### config.mk
export PLATFORM = sky130hd
export DESIGN_NAME = mlb_top
export DESIGN_NICKNAME = d
export VERILOG_FILES = /design/src/logic/mlb_pkg.sv /design/src/logic/mlb_fifo.sv /design/src/logic/mlb_top.sv
export VERILOG_INCLUDE_DIRS = /design/src /design/src/logic
export SDC_FILE = /design/constraint.sdc
export NUM_CORES = 1
export LEC_CHECK = 0
export ABC_AREA = 0
export BUFFER_PORTS_ARGS = -buffer_cell sky130_fd_sc_hd__buf_2
export CAP_MARGIN = 20
export CORE_UTILIZATION = 59
export DETAILED_ROUTE_END_ITERATION = 7
export PLACE_DENSITY = 0.77
export REMOVE_ABC_BUFFERS = 1
export SKIP_CTS_REPAIR_TIMING = 1
export SYNTH_ARGS = -nofsm -noshare
export SYNTH_HDL_FRONTEND = slang
export SYNTH_HIERARCHICAL = 1
export SYNTH_SLANG_ARGS = --single-unit
### constraint.sdc
create_clock -name i_sys_clk -period 7.3 [get_ports i_sys_clk]
set_clock_uncertainty 0.1 [all_clocks]
set_input_delay 2.19 -clock i_sys_clk [delete_from_list [all_inputs] [get_ports i_sys_clk]]
set_output_delay 2.19 -clock i_sys_clk [all_outputs]
set_load 0.02 [all_outputs]
### src/logic/mlb_defines.svh
// Constants for the modem loopback and pattern tester block
`ifndef MLB_DEFINES_SVH
`define MLB_DEFINES_SVH
// Pattern generator polynomial x^9 + x^5 + 1, nine-bit register
`define MLB_PRBS_W        9
`define MLB_PRBS_SEED     9'h1_FF
// Lamp timing at 250 MHz
`define MLB_CLK_MHZ       250
`define MLB_LAMP_CHECK_MS 200
`define MLB_BLINK_MS      100
`define MLB_LAMP_CHECK_CYC (`MLB_LAMP_CHECK_MS * 1000 * `MLB_CLK_MHZ)
`define MLB_BLINK_CYC      (`MLB_BLINK_MS * 1000 * `MLB_CLK_MHZ)
// Errors within this many bits of each other count as continuous
`define MLB_CONT_GAP      16
// Carrier strap encoding
`define MLB_CARRIER_STRAP_ON       1'b1
`define MLB_FIFO_W        1
`define MLB_FIFO_D        16
`endif

### src/logic/mlb_pkg.sv
// Types for the modem loopback and pattern tester block
package mlb_pkg;
   typedef enum logic [1:0] {
      MLB_NORMAL  = 2'b00,
      MLB_ANALOG  = 2'b01,
      MLB_REMOTE  = 2'b10,
      MLB_LOCALDG = 2'b11
   } mlb_loop_t;
endpackage

### src/logic/mlb_fifo.sv
// Parameterised flip-flop FIFO with valid/ready on both sides
`timescale 1ns/1ns
module mlb_fifo #(
   parameter int W = 1,
   parameter int D = 16
) (
   input  wire logic         i_sys_clk,
   input  wire logic         i_srst,
   input  wire logic [W-1:0] i_data,
   input  wire logic         i_valid,
   output logic              o_ready,
   output logic [W-1:0]      o_data,
   output logic              o_valid,
   input  wire logic         i_ready
);
   localparam int AW = $clog2(D);
   logic [W-1:0]  mem_q [D];
   logic [AW-1:0] wr_q;
   logic [AW-1:0] rd_q;
   logic [AW:0]   cnt_q;
   logic          push;
   logic          pop;

   assign o_ready = (cnt_q != (AW+1)'(D));
   assign o_valid = (cnt_q != '0);
   assign push    = i_valid && o_ready;
   assign pop     = o_valid && i_ready;
   assign o_data  = mem_q[rd_q];

   always_ff @(posedge i_sys_clk) begin
      if (push) begin
         mem_q[wr_q] <= i_data;
      end
   end

   always_ff @(posedge i_sys_clk) begin
      if (i_srst) begin
         wr_q  <= '0;
         rd_q  <= '0;
         cnt_q <= '0;
      end else begin
         if (push) begin
            wr_q <= (wr_q == AW'(D-1)) ? '0 : wr_q + 1'b1;
         end
         if (pop) begin
            rd_q <= (rd_q == AW'(D-1)) ? '0 : rd_q + 1'b1;
         end
         cnt_q <= cnt_q + (AW+1)'(push) - (AW+1)'(pop);
      end
   end

   a_fifo_bound: assert property (@(posedge i_sys_clk) disable iff (i_srst)
      cnt_q <= (AW+1)'(D))
      else $error("fifo count above depth");
endmodule // mlb_fifo

### src/logic/mlb_top.sv
// Loopback selection, pattern tester and lamp drive of a line modem
// Summary of operation
// Test lamp lit in any loopback mode, dark otherwise.
// Transmit lamp on for steady space, follows bits otherwise.
// Receive lamp on for steady space, follows received bits.
// Carrier lamp lit only while valid receive signal present.
// RTS lamp follows the terminal request to send input.
// Tester makes and checks the 511-bit x9+x5+1 pattern.
// Error lamp steady for continuous errors, blinks for intermittent.
// Pattern start lights the error lamp briefly as a lamp check.
// Pattern test needs carrier on: strap on or RTS high; the code starts and runs the pattern test with carrier off too.
// Pattern test replaces terminal transmit data with pattern.
// Tester usable whenever the pattern returns to local receiver.
// Analog loop feeds own transmitter into own receiver.
// Terminal pins may also request analog and remote loops.
// Each loop button toggles its mode on and off.
// Remote request signals the peer; both show test lamp.
// Local digital loop sends received line data back out.
// Analog loop with carrier gives carrier detect and test.
// Carrier strap picks carrier always on or gated by RTS.
// Remote digital loop drives data set ready low.
// Pattern test drives receive data and clear to send low.
// Lamp check length and blink rate are fixed constants.
// Only one loop at a time; others ignored while engaged (the peer loop request still acts in analog and remote loop).
`timescale 1ns/1ns
`include "mlb_defines.svh"
module mlb_top
   import mlb_pkg::*;
#(
   parameter int LAMP_CHECK_CYC = `MLB_LAMP_CHECK_CYC,
   parameter int BLINK_CYC      = `MLB_BLINK_CYC
) (
   input  wire logic i_sys_clk,
   input  wire logic i_srst,
   input  wire logic i_analog_loop_button,
   input  wire logic i_remote_loop_button,
   input  wire logic i_local_digital_loop_button,
   input  wire logic i_pattern_test_button,
   input  wire logic i_carrier_strap,
   input  wire logic i_dte_alb_enable,
   input  wire logic i_dte_rlb_enable,
   input  wire logic i_dte_alb_cmd,
   input  wire logic i_dte_rlb_cmd,
   input  wire logic i_dte_rts,
   input  wire logic i_dte_txd,
   input  wire logic i_bit_stb,
   input  wire logic i_line_rxd,
   input  wire logic i_line_rx_valid,
   input  wire logic i_peer_loop_req,
   output logic      o_line_txd,
   output logic      o_line_carrier,
   output logic      o_peer_loop_cmd,
   output logic      o_dte_rxd,
   output logic      o_dte_cts,
   output logic      o_dte_dsr,
   output logic      o_dte_dcd,
   output logic      o_dte_test,
   output logic      o_power_lamp,
   output logic      o_rts_lamp,
   output logic      o_txd_lamp,
   output logic      o_rxd_lamp,
   output logic      o_dcd_lamp,
   output logic      o_test_lamp,
   output logic      o_err_lamp,
   output logic      o_fifo_ready
);
   // ***************************************************************
   // Loop mode selection
   // ***************************************************************
   mlb_loop_t loop_q;
   logic      ana_btn_q, rem_btn_q, dig_btn_q, pat_btn_q;
   logic      alb_cmd_q, rlb_cmd_q;
   logic      ana_req, rem_req, dig_req, pat_press;
   logic      alb_on, rlb_on, alb_off, rlb_off;
   logic      pattern_test_button_q, leave;
   logic      carrier;

   always_ff @(posedge i_sys_clk) begin
      if (i_srst) begin
         {ana_btn_q, rem_btn_q, dig_btn_q, pat_btn_q} <= 4'h0;
         {alb_cmd_q, rlb_cmd_q}                       <= 2'h0;
      end else begin
         {ana_btn_q, rem_btn_q, dig_btn_q, pat_btn_q} <=
            {i_analog_loop_button, i_remote_loop_button,
             i_local_digital_loop_button, i_pattern_test_button};
         alb_cmd_q <= i_dte_alb_cmd & i_dte_alb_enable;
         rlb_cmd_q <= i_dte_rlb_cmd & i_dte_rlb_enable;
      end
   end

   assign ana_req   = i_analog_loop_button & ~ana_btn_q;
   assign rem_req   = i_remote_loop_button & ~rem_btn_q;
   assign dig_req   = i_local_digital_loop_button & ~dig_btn_q;
   assign pat_press = i_pattern_test_button & ~pat_btn_q;
   // Terminal command pins are levels: rising edge enters, falling leaves
   assign alb_on  = i_dte_alb_cmd & i_dte_alb_enable & ~alb_cmd_q;
   assign alb_off = ~(i_dte_alb_cmd & i_dte_alb_enable) & alb_cmd_q;
   assign rlb_on  = i_dte_rlb_cmd & i_dte_rlb_enable & ~rlb_cmd_q;
   assign rlb_off = ~(i_dte_rlb_cmd & i_dte_rlb_enable) & rlb_cmd_q;
   assign leave   = ((loop_q == MLB_ANALOG) && (ana_req || alb_off))
                    || ((loop_q == MLB_REMOTE) && (rem_req || rlb_off))
                    || ((loop_q == MLB_LOCALDG) && dig_req);

   always_ff @(posedge i_sys_clk) begin
      if (i_srst) begin
         loop_q <= MLB_NORMAL;
      end else begin
         case (loop_q)
            MLB_NORMAL: begin
               // Fixed priority picks one when requests coincide
               if (ana_req || alb_on) begin
                  loop_q <= MLB_ANALOG;
               end else if (rem_req || rlb_on) begin
                  loop_q <= MLB_REMOTE;
               end else if (dig_req) begin
                  loop_q <= MLB_LOCALDG;
               end
            end
            MLB_ANALOG, MLB_REMOTE, MLB_LOCALDG: begin
               if (leave) begin
                  loop_q <= MLB_NORMAL;
               end
            end
            default: loop_q <= MLB_NORMAL;
         endcase
      end
   end

   always_ff @(posedge i_sys_clk) begin
      if (i_srst) begin
         pattern_test_button_q <= 1'b0;
      end else if (pat_press) begin
         pattern_test_button_q <= ~pattern_test_button_q;
      end
   end

   // ***************************************************************
   // Transmit path through the FIFO
   // ***************************************************************
   logic [`MLB_PRBS_W-1:0] gen_q;
   logic                   gen_bit;
   logic                   tx_src;
   logic                   fifo_bit;
   logic                   fifo_valid;
   logic                   tx_q;
   logic                   peer_loop;

   assign gen_bit   = gen_q[8] ^ gen_q[4];
   assign peer_loop = i_peer_loop_req || (loop_q == MLB_LOCALDG);
   always_comb begin
      if (peer_loop) begin
         tx_src = i_line_rxd;
      end else if (pattern_test_button_q) begin
         tx_src = gen_bit;
      end else begin
         tx_src = i_dte_txd;
      end
   end

   always_ff @(posedge i_sys_clk) begin
      if (i_srst) begin
         gen_q <= `MLB_PRBS_SEED;
      end else if (i_bit_stb && o_fifo_ready && pattern_test_button_q) begin
         gen_q <= {gen_q[7:0], gen_bit};
      end
   end

   // Filled and drained one bit per strobe, so it holds one bit and never stalls
   mlb_fifo #(.W(`MLB_FIFO_W), .D(`MLB_FIFO_D)) u_txq (
      .i_sys_clk (i_sys_clk),
      .i_srst    (i_srst),
      .i_data    (tx_src),
      .i_valid   (i_bit_stb),
      .o_ready   (o_fifo_ready),
      .o_data    (fifo_bit),
      .o_valid   (fifo_valid),
      .i_ready   (i_bit_stb)
   );

   always_ff @(posedge i_sys_clk) begin
      if (i_srst) begin
         tx_q <= 1'b0;
      end else if (i_bit_stb && fifo_valid) begin
         tx_q <= fifo_bit;
      end
   end

   assign carrier = (i_carrier_strap == `MLB_CARRIER_STRAP_ON) || i_dte_rts;

   // ***************************************************************
   // Receive path and pattern checker
   // ***************************************************************
   logic                   rx_bit;
   logic                   rx_valid;
   logic [`MLB_PRBS_W-1:0] chk_q;
   logic                   chk_err;
   logic                   err_q;

   // Analog loop echoes own transmit stream, valid only with carrier
   assign rx_bit   = (loop_q == MLB_ANALOG) ? tx_q : i_line_rxd;
   assign rx_valid = (loop_q == MLB_ANALOG) ? carrier : i_line_rx_valid;
   // Self-synchronising check works for any loop returning the pattern
   assign chk_err  = rx_bit ^ chk_q[8] ^ chk_q[4];

   always_ff @(posedge i_sys_clk) begin
      if (i_srst) begin
         chk_q <= `MLB_PRBS_SEED;
         err_q <= 1'b0;
      end else if (i_bit_stb) begin
         chk_q <= {chk_q[7:0], rx_bit};
         err_q <= pattern_test_button_q & rx_valid & chk_err;
      end else begin
         err_q <= 1'b0;
      end
   end

   // ***************************************************************
   // Error lamp: lamp check, continuous and intermittent errors
   // ***************************************************************
   logic [31:0] chk_cnt_q;
   logic [31:0] blink_cnt_q;
   logic [4:0]  gap_q;
   logic        blink_q;
   logic        hold_q;
   logic        cont;

   always_ff @(posedge i_sys_clk) begin
      if (i_srst) begin
         chk_cnt_q <= '0;
      end else if (pat_press && !pattern_test_button_q) begin
         chk_cnt_q <= 32'(LAMP_CHECK_CYC);
      end else if (chk_cnt_q != '0) begin
         chk_cnt_q <= chk_cnt_q - 32'h0000_0001;
      end
   end

   always_ff @(posedge i_sys_clk) begin
      if (i_srst || !pattern_test_button_q) begin
         gap_q <= 5'h1F;
      end else if (err_q) begin
         gap_q <= '0;
      end else if (i_bit_stb && gap_q != 5'h1F) begin
         gap_q <= gap_q + 5'h01;
      end
   end
   assign cont = (gap_q < 5'(`MLB_CONT_GAP));

   // An error holds the blink going for one blink period at least
   always_ff @(posedge i_sys_clk) begin
      if (i_srst || !pattern_test_button_q) begin
         blink_cnt_q <= '0;
         blink_q     <= 1'b0;
         hold_q      <= 1'b0;
      end else if (blink_cnt_q == '0) begin
         blink_cnt_q <= 32'(BLINK_CYC - 1);
         blink_q     <= ~blink_q & (hold_q | err_q);
         hold_q      <= err_q;
      end else begin
         blink_cnt_q <= blink_cnt_q - 32'h0000_0001;
         if (err_q) begin
            hold_q <= 1'b1;
         end
      end
   end

   // ***************************************************************
   // Lamps and terminal outputs
   // ***************************************************************
   always_ff @(posedge i_sys_clk) begin
      if (i_srst) begin
         {o_power_lamp, o_rts_lamp, o_txd_lamp, o_rxd_lamp} <= 4'h0;
         {o_dcd_lamp, o_test_lamp, o_err_lamp}              <= 3'h0;
         {o_line_carrier, o_peer_loop_cmd}                  <= 2'h0;
         {o_dte_cts, o_dte_dsr, o_dte_dcd, o_dte_test}      <= 4'h0;
         o_line_txd                                         <= 1'b1;
         o_dte_rxd                                          <= 1'b1;
      end else begin
         o_power_lamp    <= 1'b1;
         o_rts_lamp      <= i_dte_rts;
         // Space is logic 0, so an inverted bit lights on steady space
         o_txd_lamp      <= ~tx_q;
         o_rxd_lamp      <= ~rx_bit;
         o_dcd_lamp      <= rx_valid;
         o_test_lamp     <= (loop_q != MLB_NORMAL) || i_peer_loop_req;
         o_err_lamp      <= (chk_cnt_q != '0)
                            || (pattern_test_button_q && (cont || blink_q));
         o_line_txd      <= tx_q;
         o_line_carrier  <= carrier || peer_loop;
         o_peer_loop_cmd <= (loop_q == MLB_REMOTE);
         o_dte_rxd       <= pattern_test_button_q ? 1'b0 : rx_bit;
         o_dte_cts       <= pattern_test_button_q ? 1'b0 : carrier;
         o_dte_dsr       <= (loop_q != MLB_REMOTE) && !peer_loop;
         o_dte_dcd       <= pattern_test_button_q ? 1'b0 : rx_valid;
         o_dte_test      <= (loop_q != MLB_NORMAL) || i_peer_loop_req;
      end
   end

   // ***************************************************************
   // Checks
   // ***************************************************************
   a_test_lamp: assert property (@(posedge i_sys_clk) disable iff (i_srst)
      ##1 o_test_lamp == ($past(loop_q) != MLB_NORMAL
                          || $past(i_peer_loop_req)))
      else $error("test lamp wrong for loop mode");
   a_rts_lamp: assert property (@(posedge i_sys_clk) disable iff (i_srst)
      ##1 o_rts_lamp == $past(i_dte_rts))
      else $error("rts lamp does not follow rts");
   a_one_loop: assert property (@(posedge i_sys_clk) disable iff (i_srst)
      (loop_q == MLB_ANALOG) && !ana_req && !alb_off |=>
      loop_q == MLB_ANALOG)
      else $error("analog loop left without request");
   a_loop_toggle: assert property (@(posedge i_sys_clk) disable iff (i_srst)
      (loop_q == MLB_LOCALDG) && dig_req |=> loop_q == MLB_NORMAL)
      else $error("digital loop did not end on press");
   a_dsr_remote: assert property (@(posedge i_sys_clk) disable iff (i_srst)
      loop_q == MLB_REMOTE |=> !o_dte_dsr && o_peer_loop_cmd)
      else $error("dsr high or peer not told in remote loop");
   a_pattern_test_button_mute: assert property (@(posedge i_sys_clk) disable iff (i_srst)
      pattern_test_button_q |=> !o_dte_rxd && !o_dte_cts)
      else $error("terminal not muted in pattern test");
   a_lamp_check: assert property (@(posedge i_sys_clk) disable iff (i_srst)
      pat_press && !pattern_test_button_q |=> ##2 o_err_lamp [*2])
      else $error("no lamp check on pattern start");
   a_carrier_on: assert property (@(posedge i_sys_clk) disable iff (i_srst)
      i_carrier_strap |=> o_line_carrier)
      else $error("carrier off with strap on");
   a_ana_dcd: assert property (@(posedge i_sys_clk) disable iff (i_srst)
      loop_q == MLB_ANALOG && carrier |=> o_dcd_lamp && o_test_lamp)
      else $error("analog loop without carrier detect");
   c_analog: cover property (@(posedge i_sys_clk) loop_q == MLB_ANALOG);
   c_remote: cover property (@(posedge i_sys_clk) loop_q == MLB_REMOTE);
   c_pattern_test_button_err: cover property (@(posedge i_sys_clk) pattern_test_button_q && err_q);
   c_fifo_full: cover property (@(posedge i_sys_clk) !o_fifo_ready);
endmodule // mlb_top
==> implementation parameters <==
Parameter                              Value

Outcome
  Status    finished clean

Layout
  Area overhead of the layout relative to synthesis    11.9%
  Register Area    3100 µm²
  Combined area of the multi-input logic cells    3260 µm²
  Diode insertion count for antenna repair    0
  Fraction of final layout cells with drive strength greater than 1    12.5%
  Post-layout net count    766
  Final-layout fill cell count    848
  Finished Core Util    67.8%

Placed design
  Final HPWL DP    9380 µm
  Number of buffers inserted by port buffering    32
  Routability-driven placement congestion ratio    0.931

Global routing
  Via count of the first global-routing pass    5081
  Global route total overflow    0
  Antenna violations before repair    0
  Global-route wire length before repair    23300 µm
  GRT Overall Usage    25.8%
  Pin count of the biggest net entering global routing    50

Yosys
  Number of synthesis warnings    6
  Post-synthesis sequential element count    147
  Number of flops mapped to enable cells by yosys    16
  Ranking of synthesized cells by instance count    131 x sky130_fd_sc_hd__dfxtp_1, 70 x sky130_fd_sc_hd__nand2_1, 55 x sky130_fd_sc_hd__nor2_1, 53 x sky130_fd_sc_hd__a21oi_1, 28 x sky130_fd_sc_hd__nor3_1
  Distinct cell type count of the synthesized netlist    74
  Largest area contributor in the synthesized netlist    sky130_fd_sc_hd__dfxtp_1
  Post-synth top area share    39.7%
  Part of the Yosys area used for sequential elements    47.0%
  Syn_area_per_cell    9.31 µm²
  Top_reg_cell synth    sky130_fd_sc_hd__dfxtp_1
  Most frequent cell after synthesis    sky130_fd_sc_hd__dfxtp_1
  Post-synthesis instance area    6600 µm²
  Share of flip-flops with an asynchronous set or reset after synthesis    0%
  Count of mapped cells out of synthesis    709
  Ranking of synthesized cells by area    sky130_fd_sc_hd__dfxtp_1 40%, sky130_fd_sc_hd__edfxtp_1 7.3%, sky130_fd_sc_hd__a21oi_1 4.0%, sky130_fd_sc_hd__nand2_1 4.0%, sky130_fd_sc_hd__xnor2_1 3.3%

Critical path
  Reg2reg setup slack    4310 ps
  CP startpoint kind    primary input
  R2R cell count    14
  Crit path capture type    flop
  FF-to-FF End    u_txq/cnt_q[4]$_SDFF_PP0_
  Setup CP Type    in2reg
  Endpoint arrival time on the critical path    4490 ps
  Maximum net fanout on the critical path    49
  Launch instance of the worst register-to-register path    u_txq/cnt_q[2]$_SDFF_PP0_
  Data required time of the critical path    7630 ps

Timing
  Final min period    4160 ps
  Slew Viols, Final    0
  Final setup violation count    0
  Final cycle utilization of the critical path    57.0%
  Tightest Pin Transition    829 ps
  Setup TNS    0 ps
  Number of endpoints with negative hold slack in the final report    0
  Fmax    241 MHz
  Slew margin rel.    44.6%
  Unrepaired setup endpoints after global routing    false

Detailed routing
  Detail-routed via count per cell    5.93
  Routed WL    14000 µm
  Detailed-router iteration count before antenna repair    5
  Remaining design rule violation count    0
  Overall via count from detail_route    5239
  Routed WL per cell    15.8 µm
  Routed Antenna Nets    0
  Initial detailed-routing violation count    316

Clock tree
  TritonCTS clock tree    done
  Clock net sink count    147
  Clock latency on the worst-skew pair    540 ps
  Clock buffer count from CTS    17
  Library cell used as clock root buffer    sky130_fd_sc_hd__clkbuf_8
  Maximum clock insertion buffer count    2
  H-tree level count    4
  Clock transition at the registers of the reported paths    60 ps

Floorplan
  Cell row count    38
  Number of placed I/O pins    33
  Core Box Area    10900 µm²
  Initial Util    60.6%
  Die extent in x    108 µm
  Die ar.    11600 µm²
  Vert. Die Dim    108 µm

Pwr
  Static Leak    2.93 nW
  Worst IR Drop VDD    0.223 mV
  Power density over the cells    344 nW/µm²

Hold path
  Number of stages on the worst hold path    2
  Worst hold path endpoint    chk_q[3]$_SDFFE_PP1P_
  Startpoint of the most critical hold path    chk_q[2]$_SDFFE_PP1P_
  Hold Path Class    reg2reg

Run
  Number of max-capacitance violations reported    0
[metrics by stage]
| stage | total power, W | hold WS (ps) | cell area (µm²) | instances | setup WS [ps] |
|---|---|---|---|---|---|
| floorplan | 0.00153 | 322 | 6460 | 679 | 3530 |
| global placement | 0.00166 | 348 | 6810 | 852 | 2680 |
| detailed placement | 0.00169 | 357 | 6810 | 852 | 2590 |
| CTS | 0.00255 | 371 | 7380 | 884 | 3160 |
| global route | 0.00268 | 386 | 7380 | 884 | 2820 |
| finish | 0.00254 | 373 | 7380 | 884 | 3140 |
[registers in the layout, indices dropped and copies added, names as in the netlist, 2 cells and up, named ones only]
name,flops
blink_cnt_q,32
chk_cnt_q,32
u_txq/mem_q,16
chk_q,9
gen_q,9
gap_q,5
u_txq/cnt_q,5
u_txq/rd_q,4
u_txq/wr_q,4
loop_q,2
[critical path, cell delays in order]
cell	delay [ps]
sky130_fd_sc_hd__buf_2	70
sky130_fd_sc_hd__buf_4	400
sky130_fd_sc_hd__clkinv_1	680
sky130_fd_sc_hd__nand2_1	780
sky130_fd_sc_hd__nor2_1	80
sky130_fd_sc_hd__a31o_2	270
[logic make-up (layout without fill, tap and decap cells)]
group / after synthesis / count (layout) / share of synthesized area, %
AO/OA/AOI/OAI: 128 / 128 / 12.3
multiplexers: 21 / 21 / 3.96
buffers and inverters: 57 / 92 / 3.60
AND/OR/NAND/NOR: 303 / 303 / 24.9
flip-flops: 147 / 147 / 47.0
adder cells (fa/ha/maj): 18 / 18 / 3.53
XOR/XNOR: 35 / 35 / 4.65
[cells in the final DEF (no fill, tap or decap), types with 12 or more instances in the layout]
cell type and count:
sky130_fd_sc_hd__clkbuf_16 17, sky130_fd_sc_hd__or3_1 12, sky130_fd_sc_hd__nor4_1 14, sky130_fd_sc_hd__edfxtp_1 16, sky130_fd_sc_hd__nor3_1 28, sky130_fd_sc_hd__nand3_1 23
sky130_fd_sc_hd__ha_1 17, sky130_fd_sc_hd__o21ai_0 21, sky130_fd_sc_hd__dfxtp_1 131, sky130_fd_sc_hd__or4_1 16, sky130_fd_sc_hd__mux2i_1 16, sky130_fd_sc_hd__nor2_1 55
sky130_fd_sc_hd__a21oi_1 53, sky130_fd_sc_hd__nor2b_1 12, sky130_fd_sc_hd__nand2_1 70, sky130_fd_sc_hd__and3_1 12, sky130_fd_sc_hd__buf_2 32, sky130_fd_sc_hd__xnor2_1 25
sky130_fd_sc_hd__inv_1 24
[power by group]
part	leakage, nW	internal, W	switching, W
registers	1.22	0.000903	0.0000847
clock network	0.266	0.000504	0.000336
logic	1.44	0.000298	0.000414
total	2.93	0.00170	0.000835
[final cells by class]
cell class	count	area share, %
clock inverters	13	1.80
well taps	140	2.37
flip-flops and latches	147	42.0
clock buffers	19	6.00
repair buffers	33	2.27
multi-input cells	505	44.1
inverters	27	1.41
[per-layer routing]
layer	track usage, %	wire, µm	part of all wire [%]	up-vias
li1	-	-	-	2598
met2	43.5	7080	51	92
met3	6.05	401	2.9	26
met1	31.3	6270	45	2523
met4	11.0	217	1.6	0
met5	0	0	0	-
[how the worst max path moves through the flow]
| stage | from | endpoint | slack (ps) | depth (start not counted) |
|---|---|---|---|---|
| after detailed placement | i_srst | chk_cnt_q[27]$_SDFFE_PP0P_ | 2590 | 6 |
| after floorplan | i_bit_stb | u_txq/cnt_q[4]$_SDFF_PP0_ | 3530 | 11 |
| after global placement | i_srst | chk_cnt_q[27]$_SDFFE_PP0P_ | 2680 | 6 |
| final | i_srst | chk_cnt_q[27]$_SDFFE_PP0P_ | 3140 | 6 |
| after global routing | i_srst | chk_cnt_q[27]$_SDFFE_PP0P_ | 2820 | 6 |
| after CTS | i_srst | chk_cnt_q[27]$_SDFFE_PP0P_ | 3160 | 6 |
(Power assumes the default switching activity.)
